## config.mk

```make
export PLATFORM = sky130hd
export DESIGN_NAME = ebm_top
export DESIGN_NICKNAME = d
export VERILOG_FILES = /design/src/rtl/ebm_pkg.sv /design/src/rtl/ebm_top.sv
export SDC_FILE = /design/constraint.sdc
export NUM_CORES = 1
export LEC_CHECK = 0
export BUFFER_PORTS_ARGS = -buffer_cell sky130_fd_sc_hd__clkbuf_2
export CAP_MARGIN = 10
export CORE_MARGIN = 4
export CORE_UTILIZATION = 50
export CTS_CLUSTER_DIAMETER = 100
export CTS_CLUSTER_SIZE = 24
export DETAILED_ROUTE_END_ITERATION = 16
export PLACE_DENSITY = 0.68
export SLEW_MARGIN = 10
export SYNTH_ARGS = -nofsm -noshare
export SYNTH_HDL_FRONTEND = slang
export SYNTH_SLANG_ARGS = --single-unit
```

## constraint.sdc

```tcl
create_clock -name clock_in -period 5.5 [get_ports clock_in]
set_clock_uncertainty 0.05 [all_clocks]
set_input_delay 0.825 -clock clock_in [delete_from_list [all_inputs] [get_ports clock_in]]
set_output_delay 0.825 -clock clock_in [all_outputs]
set_load 0.02 [all_outputs]
```

## src/rtl/ebm_pkg.sv

```systemverilog
package ebm_pkg;
  // ------------------------------------------------------------
  // widths
  // ------------------------------------------------------------
  localparam int AW = 8;
  localparam int DW = 32;
  localparam int BW = 4;
  localparam int SW = 4;
  localparam int CW = 13;

  // ------------------------------------------------------------
  // register map
  // ------------------------------------------------------------
  localparam logic [AW-1:0] OFS_CFG   = 8'h00;
  localparam logic [AW-1:0] OFS_STAT  = 8'h04;
  localparam logic [AW-1:0] OFS_ADDR  = 8'h08;
  localparam logic [AW-1:0] OFS_WDATA = 8'h0C;
  localparam logic [AW-1:0] OFS_CMD   = 8'h10;
  localparam logic [AW-1:0] OFS_RDATA = 8'h14;

  localparam int CMD_WR_BIT  = 0;
  localparam int CMD_BE_LSB  = 4;
  localparam int STAT_BUSY   = 0;
  localparam int STAT_DONE   = 1;
  localparam int STAT_ABORT  = 2;
  localparam int STAT_STATE  = 4;

  localparam logic [CW-1:0] CFG_RST = 13'h0000;
  localparam logic [SW-1:0] CNT_ZERO = 4'h0;
  localparam logic [SW-1:0] CNT_ONE  = 4'h1;

  // ------------------------------------------------------------
  // types
  // ------------------------------------------------------------
  typedef enum logic {
    EBM_LATCH  = 1'b0,
    EBM_STROBE = 1'b1
  } ebm_style_t;

  typedef struct packed {
    logic [SW-1:0] istr;
    logic [SW-1:0] dstr;
    logic [SW-1:0] astr;
    ebm_style_t    style;
  } ebm_cfg_t;

  typedef struct packed {
    logic          ale;
    logic          rd_n;
    logic          wr_n;
    logic          as_n;
    logic          ds_n;
    logic          rw;
    logic          grant_acknowledge_n_n;
    logic [BW-1:0] be;
  } ebm_cmd_t;

  localparam ebm_cmd_t CMD_PARK = '{ale: 1'b0, rd_n: 1'b1, wr_n: 1'b1, as_n: 1'b1,
                                    ds_n: 1'b1, rw: 1'b1, grant_acknowledge_n_n: 1'b1, be: 4'h0};

  typedef enum logic [3:0] {
    S_IDLE  = 4'b0000,
    S_REQ   = 4'b0001,
    S_CMD   = 4'b0010,
    S_ADDR  = 4'b0011,
    S_ALE   = 4'b0100,
    S_AHOLD = 4'b0101,
    S_DSET  = 4'b0110,
    S_DATA  = 4'b0111,
    S_DHOLD = 4'b1000,
    S_IDLEW = 4'b1001
  } ebm_state_t;
endpackage

```

## src/rtl/ebm_top.sv

```systemverilog
// Function
// - expansion clock halved when halve select high
// - latch style idle bus floats
// - command lines valid one cycle after grant
// - address driven two cycles after grant
// - latch strobe third cycle, address stretch
// - address held one cycle after latch
// - write data precedes write strobe; reads float
// - data stretch; read sampled at strobe rise
// - data and enables held one cycle
// - request dropped, bus parked after strobe
// - command lines float after grant drop
// - grant loss floats bus, no retry
// - latch style idle stretch before request
// - strobe style idle bus floats
// - strobe style command then address timing
// - grant acknowledge three cycles after grant
// - address strobe stretch and address hold
// - read/write and data before data strobe
// - data strobe stretch and read sample
// - strobe style hold after acknowledge drop
// - strobe style request drop and park
// - strobe style idle stretch before request
//
// Local design decisions: the register offsets and strobed register access.
module ebm_top
  import ebm_pkg::*;
(
  input  wire logic          clock_in,
  input  wire logic          nrst_in,
  input  wire logic          ce_in,
  input  wire logic [AW-1:0] reg_addr_in,
  input  wire logic [DW-1:0] reg_wdata_in,
  input  wire logic          reg_wr_in,
  input  wire logic          reg_rd_in,
  output logic      [DW-1:0] reg_rdata_out,
  input  wire logic          clk_halve_select_in,
  output logic               expansion_clock_out,
  input  wire logic          latch_style_bus_grant_in,
  output logic               bus_request_out,
  input  wire logic          strobe_style_grant_n_in,
  output logic               strobe_style_request_n_out,
  input  wire logic [DW-1:0] muxed_addr_data_in,
  output logic      [DW-1:0] muxed_addr_data_out,
  output logic               muxed_addr_data_oe_out,
  output logic      [BW-1:0] byte_lane_enables_out,
  output logic               addr_latch_strobe_out,
  output logic               read_strobe_n_out,
  output logic               write_strobe_n_out,
  output logic               address_strobe_n_out,
  output logic               data_strobe_n_out,
  output logic               read_write_out,
  output logic               grant_acknowledge_n_out,
  output logic               cmd_oe_out
);

  function automatic logic is_active(input ebm_state_t s);
    is_active = (s inside {S_CMD, S_ADDR, S_ALE, S_AHOLD, S_DSET, S_DATA, S_DHOLD});
  endfunction

  // ------------------------------------------------------------
  // pin synchronisers
  // ------------------------------------------------------------
  logic [1:0]    gl_q, gs_q, hv_q;
  logic [DW-1:0] ad_m_q, ad_s_q;
  always_ff @(posedge clock_in) begin
    if (!nrst_in) begin
      gl_q   <= 2'h0;
      gs_q   <= 2'h3;
      hv_q   <= 2'h0;
      ad_m_q <= '0;
      ad_s_q <= '0;
    end else if (ce_in) begin
      gl_q   <= {gl_q[0], latch_style_bus_grant_in};
      gs_q   <= {gs_q[0], strobe_style_grant_n_in};
      hv_q   <= {hv_q[0], clk_halve_select_in};
      ad_m_q <= muxed_addr_data_in;
      ad_s_q <= ad_m_q;
    end
  end

  // ------------------------------------------------------------
  // expansion clock
  // ------------------------------------------------------------
  // bus state moves on each rising expansion clock edge (tick)
  logic expansion_clock_out_q, div_q, step, tick;
  assign step = !hv_q[1] || div_q;
  assign tick = ce_in && step && !expansion_clock_out_q;

  always_ff @(posedge clock_in) begin
    if (!nrst_in) begin
      expansion_clock_out_q <= 1'b0;
      div_q  <= 1'b0;
    end else if (ce_in) begin
      div_q <= hv_q[1] ? !div_q : 1'b0;
      if (step) begin
        expansion_clock_out_q <= !expansion_clock_out_q;
      end
    end
  end

  // ------------------------------------------------------------
  // state and events
  // ------------------------------------------------------------
  ebm_state_t    st_q;
  ebm_cfg_t      cfg_q, cur_q;
  logic [SW-1:0] cnt_q;
  logic [BW-1:0] be_q;
  logic [DW-1:0] addr_q, wdata_q, rdata_q;
  logic          go_q, wr_q, done_q, abort_q, parked_q;
  logic          grant, take, abort_evt, done_evt, latch;
  assign latch     = (cur_q.style == EBM_LATCH);
  assign grant     = latch ? gl_q[1] : !gs_q[1];
  assign take      = tick && st_q == S_IDLE && go_q;
  assign abort_evt = tick && is_active(st_q) && !grant;
  assign done_evt  = tick && st_q == S_DATA && cnt_q == CNT_ZERO && grant;

  // ------------------------------------------------------------
  // register port
  // ------------------------------------------------------------
  // a start while busy is dropped: software polls busy first
  always_ff @(posedge clock_in) begin
    if (!nrst_in) begin
      cfg_q   <= CFG_RST;
      addr_q  <= '0;
      wdata_q <= '0;
      wr_q    <= 1'b0;
      be_q    <= '0;
      go_q    <= 1'b0;
    end else if (ce_in) begin
      if (take) begin
        go_q <= 1'b0;
      end
      if (reg_wr_in) begin
        case (reg_addr_in)
          OFS_CFG:   cfg_q   <= reg_wdata_in[CW-1:0];
          OFS_ADDR:  addr_q  <= reg_wdata_in;
          OFS_WDATA: wdata_q <= reg_wdata_in;
          OFS_CMD: begin
            if (!go_q && st_q == S_IDLE) begin
              wr_q <= reg_wdata_in[CMD_WR_BIT];
              be_q <= reg_wdata_in[CMD_BE_LSB +: BW];
              go_q <= 1'b1;
            end
          end
          default: ;
        endcase
      end
    end
  end

  // sticky flags: hardware set beats software clear
  always_ff @(posedge clock_in) begin
    if (!nrst_in) begin
      done_q  <= 1'b0;
      abort_q <= 1'b0;
    end else if (ce_in) begin
      if (done_evt) begin
        done_q <= 1'b1;
      end else if (reg_wr_in && reg_addr_in == OFS_STAT && reg_wdata_in[STAT_DONE]) begin
        done_q <= 1'b0;
      end
      if (abort_evt) begin
        abort_q <= 1'b1;
      end else if (reg_wr_in && reg_addr_in == OFS_STAT && reg_wdata_in[STAT_ABORT]) begin
        abort_q <= 1'b0;
      end
    end
  end

  always_ff @(posedge clock_in) begin
    if (!nrst_in) begin
      reg_rdata_out <= '0;
    end else if (ce_in) begin
      reg_rdata_out <= '0;
      if (reg_rd_in) begin
        case (reg_addr_in)
          OFS_CFG:   reg_rdata_out <= {{(DW-CW){1'b0}}, cfg_q};
          OFS_STAT: begin
            reg_rdata_out[STAT_BUSY]  <= go_q || st_q != S_IDLE;
            reg_rdata_out[STAT_DONE]  <= done_q;
            reg_rdata_out[STAT_ABORT] <= abort_q;
            reg_rdata_out[STAT_STATE +: 4] <= st_q;
          end
          OFS_ADDR:  reg_rdata_out <= addr_q;
          OFS_WDATA: reg_rdata_out <= wdata_q;
          OFS_CMD: begin
            reg_rdata_out[CMD_WR_BIT]       <= wr_q;
            reg_rdata_out[CMD_BE_LSB +: BW] <= be_q;
          end
          OFS_RDATA: reg_rdata_out <= rdata_q;
          default:   reg_rdata_out <= '0;
        endcase
      end
    end
  end

  // ------------------------------------------------------------
  // bus sequencer
  // ------------------------------------------------------------
  ebm_cmd_t      cmd_q;
  logic          cmd_oe_q, ad_oe_q, hold_q, br_n_q;
  logic [DW-1:0] ad_q;
  always_ff @(posedge clock_in) begin
    if (!nrst_in) begin
      st_q     <= S_IDLE;
      cur_q    <= CFG_RST;
      cnt_q    <= CNT_ZERO;
      cmd_q    <= CMD_PARK;
      cmd_oe_q <= 1'b0;
      ad_oe_q  <= 1'b0;
      ad_q     <= '0;
      hold_q   <= 1'b0;
      br_n_q   <= 1'b1;
      parked_q <= 1'b0;
      rdata_q  <= '0;
    end else if (tick) begin
      if (abort_evt) begin
        // grant lost mid-cycle: float all, never retried
        st_q     <= S_IDLEW;
        cnt_q    <= cur_q.istr;
        cmd_q    <= CMD_PARK;
        cmd_oe_q <= 1'b0;
        ad_oe_q  <= 1'b0;
        hold_q   <= 1'b0;
        br_n_q   <= 1'b1;
        parked_q <= 1'b0;
      end else begin
        if (!is_active(st_q) && parked_q && !grant) begin
          cmd_oe_q <= 1'b0;
          parked_q <= 1'b0;
        end
        case (st_q)
          S_IDLE: begin
            if (go_q) begin
              st_q   <= S_REQ;
              cur_q  <= cfg_q;
              hold_q <= (cfg_q.style == EBM_LATCH);
              br_n_q <= (cfg_q.style == EBM_LATCH);
            end
          end
          S_REQ: begin
            if (grant) begin
              st_q     <= S_CMD;
              cmd_oe_q <= 1'b1;
              cmd_q    <= CMD_PARK;
              cmd_q.be <= be_q;
            end
          end
          S_CMD: begin
            st_q    <= S_ADDR;
            ad_oe_q <= 1'b1;
            ad_q    <= addr_q;
          end
          S_ADDR: begin
            st_q          <= S_ALE;
            cnt_q         <= cur_q.astr;
            cmd_q.ale     <= latch;
            cmd_q.grant_acknowledge_n_n <= latch;
          end
          S_ALE: begin
            if (cnt_q == CNT_ZERO) begin
              st_q       <= S_AHOLD;
              cmd_q.ale  <= 1'b0;
              cmd_q.as_n <= latch;
            end else begin
              cnt_q <= cnt_q - CNT_ONE;
            end
          end
          S_AHOLD: begin
            st_q    <= S_DSET;
            ad_oe_q <= wr_q;
            ad_q    <= wdata_q;
            if (!latch) begin
              cmd_q.rw <= !wr_q;
            end
          end
          S_DSET: begin
            st_q  <= S_DATA;
            cnt_q <= cur_q.dstr;
            if (latch) begin
              cmd_q.rd_n <= wr_q;
              cmd_q.wr_n <= !wr_q;
            end else begin
              cmd_q.ds_n <= 1'b0;
            end
          end
          S_DATA: begin
            if (cnt_q == CNT_ZERO) begin
              st_q          <= S_DHOLD;
              cmd_q.rd_n    <= 1'b1;
              cmd_q.wr_n    <= 1'b1;
              cmd_q.ds_n    <= 1'b1;
              cmd_q.grant_acknowledge_n_n <= 1'b1;
              if (!wr_q) begin
                rdata_q <= ad_s_q;
              end
            end else begin
              cnt_q <= cnt_q - CNT_ONE;
            end
          end
          S_DHOLD: begin
            st_q     <= S_IDLEW;
            cnt_q    <= cur_q.istr;
            hold_q   <= 1'b0;
            br_n_q   <= 1'b1;
            ad_oe_q  <= 1'b0;
            cmd_q    <= CMD_PARK;
            parked_q <= 1'b1;
          end
          S_IDLEW: begin
            if (cnt_q == CNT_ZERO) begin
              st_q <= S_IDLE;
            end else begin
              cnt_q <= cnt_q - CNT_ONE;
            end
          end
          default: st_q <= S_IDLE;
        endcase
      end
    end
  end

  assign expansion_clock_out        = expansion_clock_out_q;
  assign bus_request_out            = hold_q;
  assign strobe_style_request_n_out = br_n_q;
  assign muxed_addr_data_out        = ad_q;
  assign muxed_addr_data_oe_out     = ad_oe_q;
  assign byte_lane_enables_out      = cmd_q.be;
  assign addr_latch_strobe_out      = cmd_q.ale;
  assign read_strobe_n_out          = cmd_q.rd_n;
  assign write_strobe_n_out         = cmd_q.wr_n;
  assign address_strobe_n_out       = cmd_q.as_n;
  assign data_strobe_n_out          = cmd_q.ds_n;
  assign read_write_out             = cmd_q.rw;
  assign grant_acknowledge_n_out    = cmd_q.grant_acknowledge_n_n;
  assign cmd_oe_out                 = cmd_oe_q;
endmodule

```

==> results.sh <==
export IMPL_diodes=0
export IMPL_tritoncts="built"
export IMPL_wl_met2_um=14900
export IMPL_hold_class="flip-flop to flip-flop"
export IMPL_grt_pass1_wl_um=53100
export IMPL_worstSetupPathType="flip-flop to flip-flop"
export IMPL_rows=56
export IMPL_die_w_um=164
export IMPL_status="finished clean"
export IMPL_dp_slack_ns=1.99
export IMPL_cts_buffers_inserted=16
export IMPL_drive_above_1_share_pct=15.0
export IMPL_seqCellArea_um2=5810
export IMPL_drtAntennaViolNets=0
export IMPL_synth_seq_cells=290
export IMPL_wirelength_um=33600
export IMPL_peakVddDrop_mv=0.213
export IMPL_cts_setup_buffers=0
export IMPL_portBuffers=159
export IMPL_ys_seq_area_share_pct=47.7
export IMPL_worst_slew_pin_slew_ns=1.24
export IMPL_worst_slack_ns=2.38
export IMPL_drv_cap=0
export IMPL_crit_chain="nand2b_1, nor2_4, buf_4, mux2i_1, a211oi_1"
export IMPL_rr_worst_depth=5
export IMPL_required_ns=5.81
export IMPL_htreeDepth=1
export IMPL_synthMuxAreaShare_pct=12.8
export IMPL_gp_congestion=0.932
export IMPL_clk_pin_slew_ns=0.09
export IMPL_end_kind="flip-flop"
export IMPL_cp_data_arrival_time_ns=3.43
export IMPL_cts_sinks=290
export IMPL_die_h_um=164
export IMPL_start_util_pct=51.4
export IMPL_synth_edff_count=0
export IMPL_max_stage_delay_ns=1.00
export IMPL_fmax_mhz=320
export IMPL_nets=1521
export IMPL_yosys_area_share_simple_pct=17.6
export IMPL_worstSetupStartpointType="flip-flop"
export IMPL_grt_max_degree=114
export IMPL_yosys_most_used_dff="dfxtp_1"
export IMPL_place_area_um2=13100
export IMPL_initialDrtViolationCount=805
export IMPL_cts_root_buf="clkbuf_16"
export IMPL_die_area_um2=26900
export IMPL_synth_top_family_by_area="simple AND/OR/NAND/NOR gates"
export IMPL_grt_total_usage_pct=24.6
export IMPL_multi_input_area_um2=5890
export IMPL_top_layer="met4"
export IMPL_rsz0062_at_grt="no"
export IMPL_wl_met1_um=15700
export IMPL_cp_slowest_cell="nor2_4"
export IMPL_coreArea_um2=23700
export IMPL_clk_path_buf_depth=3
export IMPL_postCtsResizedCells=0
export IMPL_ys_types=75
export IMPL_ys_async_sr_fraction_pct=0
export IMPL_grt_pass1_vias=9411
export IMPL_ctsHoldBuffers=0
export IMPL_synth_cells=1346
export IMPL_synth_nets=1428
export IMPL_whs_path_depth=2
export IMPL_antenna_found_initial=0
export IMPL_dp_hpwl_um=23100
export IMPL_finalCritPeriodShare_pct=56.8
export IMPL_synth_compound_area_share_pct=17.5
export IMPL_fillers=2209
export IMPL_reg2reg_to="muxed_addr_data_out[28]"
export IMPL_synth_xor_area_share_pct=0.144
export IMPL_setup_worst_path_start="st_q[0]"
export IMPL_syn_avg_cell_area_um2=9.04
export IMPL_hold_viol_final=0
export IMPL_final_max_slew_viol_count=0
export IMPL_route_met3_wl_um=2350
export IMPL_slew_headroom_pct=17.1
export IMPL_area_growth_syn_to_layout_pct=11.4
export IMPL_synth_area_um2=12200
export IMPL_setup_violations=0
export IMPL_overflow=0
export IMPL_reg2reg_slack_ns=2.38
export IMPL_via_per_inst=5.76
export IMPL_vias=10132
export IMPL_min_to="cur_q[9]"
export IMPL_timing_hold_ws_ns=0.420
export IMPL_synthAdderAreaFrac_pct=0.206
export IMPL_tns_ns=0
export IMPL_period_needed_ns=3.12
export IMPL_detail_route_wl_per_cell_um=19.1
export IMPL_finalPower_uw=3610
export IMPL_io_pins=160
export IMPL_min_from="cur_q[9]"
export IMPL_final_area_um2=13600
export IMPL_drc=0
export IMPL_crit_reg2reg_launch="st_q[0]"
export IMPL_first_pass_iters=8
export IMPL_crit_fanout=27
export IMPL_synth_warnings=0
export IMPL_cellPowerDensity_nw_per_um2=266
export IMPL_leakage_uw=0.00501
export IMPL_clk_latency_ns=0.50
-- per-stage QoR --
step / utilization, % / cells
floorplan: - / 1346
global placement: 55.2 / 1740
detailed placement: 55.2 / 1740
CTS: 57.2 / 1759
global route: 57.2 / 1759
finish: 57.2 / 1759
-- layout by cell type (no fill, tap or decap), types with 3 or more instances in the layout --
master	count
clkbuf_16	17
nor4_1	5
o22ai_1	9
a222oi_1	6
a31oi_1	4
nor2b_1	6
inv_1	12
nand2b_1	34
dfxtp_1	290
clkbuf_2	158
a221oi_1	26
or3_1	6
a21oi_1	95
nand3_1	30
nor4_4	3
o21a_1	4
o21ai_0	31
o211ai_1	6
a211oi_1	37
buf_4	18
nor2_1	170
mux2i_1	155
a21o_1	4
o311ai_0	6
a32oi_1	3
nor3_1	13
nand2_1	174
a22oi_1	30
a21boi_0	27
a211o_1	3
-- power breakdown --
part	internal (uW)	leakage, uW	switching, uW
sequential	2120	0.00235	17.2
clock	612	0.000233	683
combinational	60.7	0.00243	112
total	2800	0.00501	812
-- logic make-up after synthesis --
logic type / after synthesis
AO/OA/AOI/OAI: 311
XOR/XNOR: 2
adder cells (fa/ha/maj): 2
buffers and inverters: 114
flip-flops: 290
multiplexers: 156
AND/OR/NAND/NOR: 471
-- cell type report --
class / count / area share (%)
multi-input combinational: 942 / 43.5
sequential: 290 / 42.8
timing repair buffer: 176 / 6.83
clock buffer: 17 / 3.14
tap: 319 / 2.94
inverter: 13 / 0.415
clock inverter: 2 / 0.369
-- layer usage --
metal / vias up / global-route usage, %
met4: 0 / 5.60
met5: - / 0
met1: 4790 / 36.5
met2: 338 / 38.0
li1: 4960 / -
met3: 44 / 3.71
-- Yosys cell counts, types with 23 or more instances --
| master | n | area share (%) |
|---|---|---|
| a211oi_1 | 37 | 2.3 |
| a21boi_0 | 27 | 1.7 |
| a21oi_1 | 95 | 3.9 |
| a221oi_1 | 26 | 1.9 |
| a22oi_1 | 30 | 1.9 |
| buf_2 | 23 | 0.95 |
| clkbuf_1 | 65 | 2.0 |
| dfxtp_1 | 290 | 48 |
| mux2i_1 | 155 | 13 |
| nand2_1 | 174 | 5.4 |
| nand2b_1 | 34 | 1.7 |
| nand3_1 | 30 | 1.2 |
| nor2_1 | 170 | 5.2 |
| o21ai_0 | 31 | 1.3 |
-- worst max path at each step --
stage / endpoint / slack, ns / depth (start not counted)
floorplan: cfg_q[10] / 3.03 / 6
global placement: wdata_q[7] / 2.07 / 7
detailed placement: wdata_q[23] / 1.99 / 7
CTS: muxed_addr_data_out[28] / 2.46 / 5
global route: wdata_q[22] / 2.19 / 7
finish: muxed_addr_data_out[28] / 2.38 / 5
-- flip-flops by register name, indices dropped and copies added, names as in the netlist, 2 cells and up --
signal                 flops
ad_m_q                    32
ad_s_q                    32
addr_q                    32
be_q                       4
byte_lane_enables_out      4
cfg_q                     13
cnt_q                      4
cur_q                     13
gl_q                       2
gs_q                       2
hv_q                       2
muxed_addr_data_out       32
rdata_q                   32
reg_rdata_out             32
st_q                       4
wdata_q                   32
-- worst max-delay path, delay by kind of cell (launching register included) --
family | cells | cell delay [ns]
buffers and inverters | 1 | 0.37
muxes | 1 | 0.23
and+or+nand+nor | 2 | 1.30
DFF | 1 | 0.93
AOI/OAI and AO/OA | 1 | 0.09
Power figures use the tool's default switching activity.
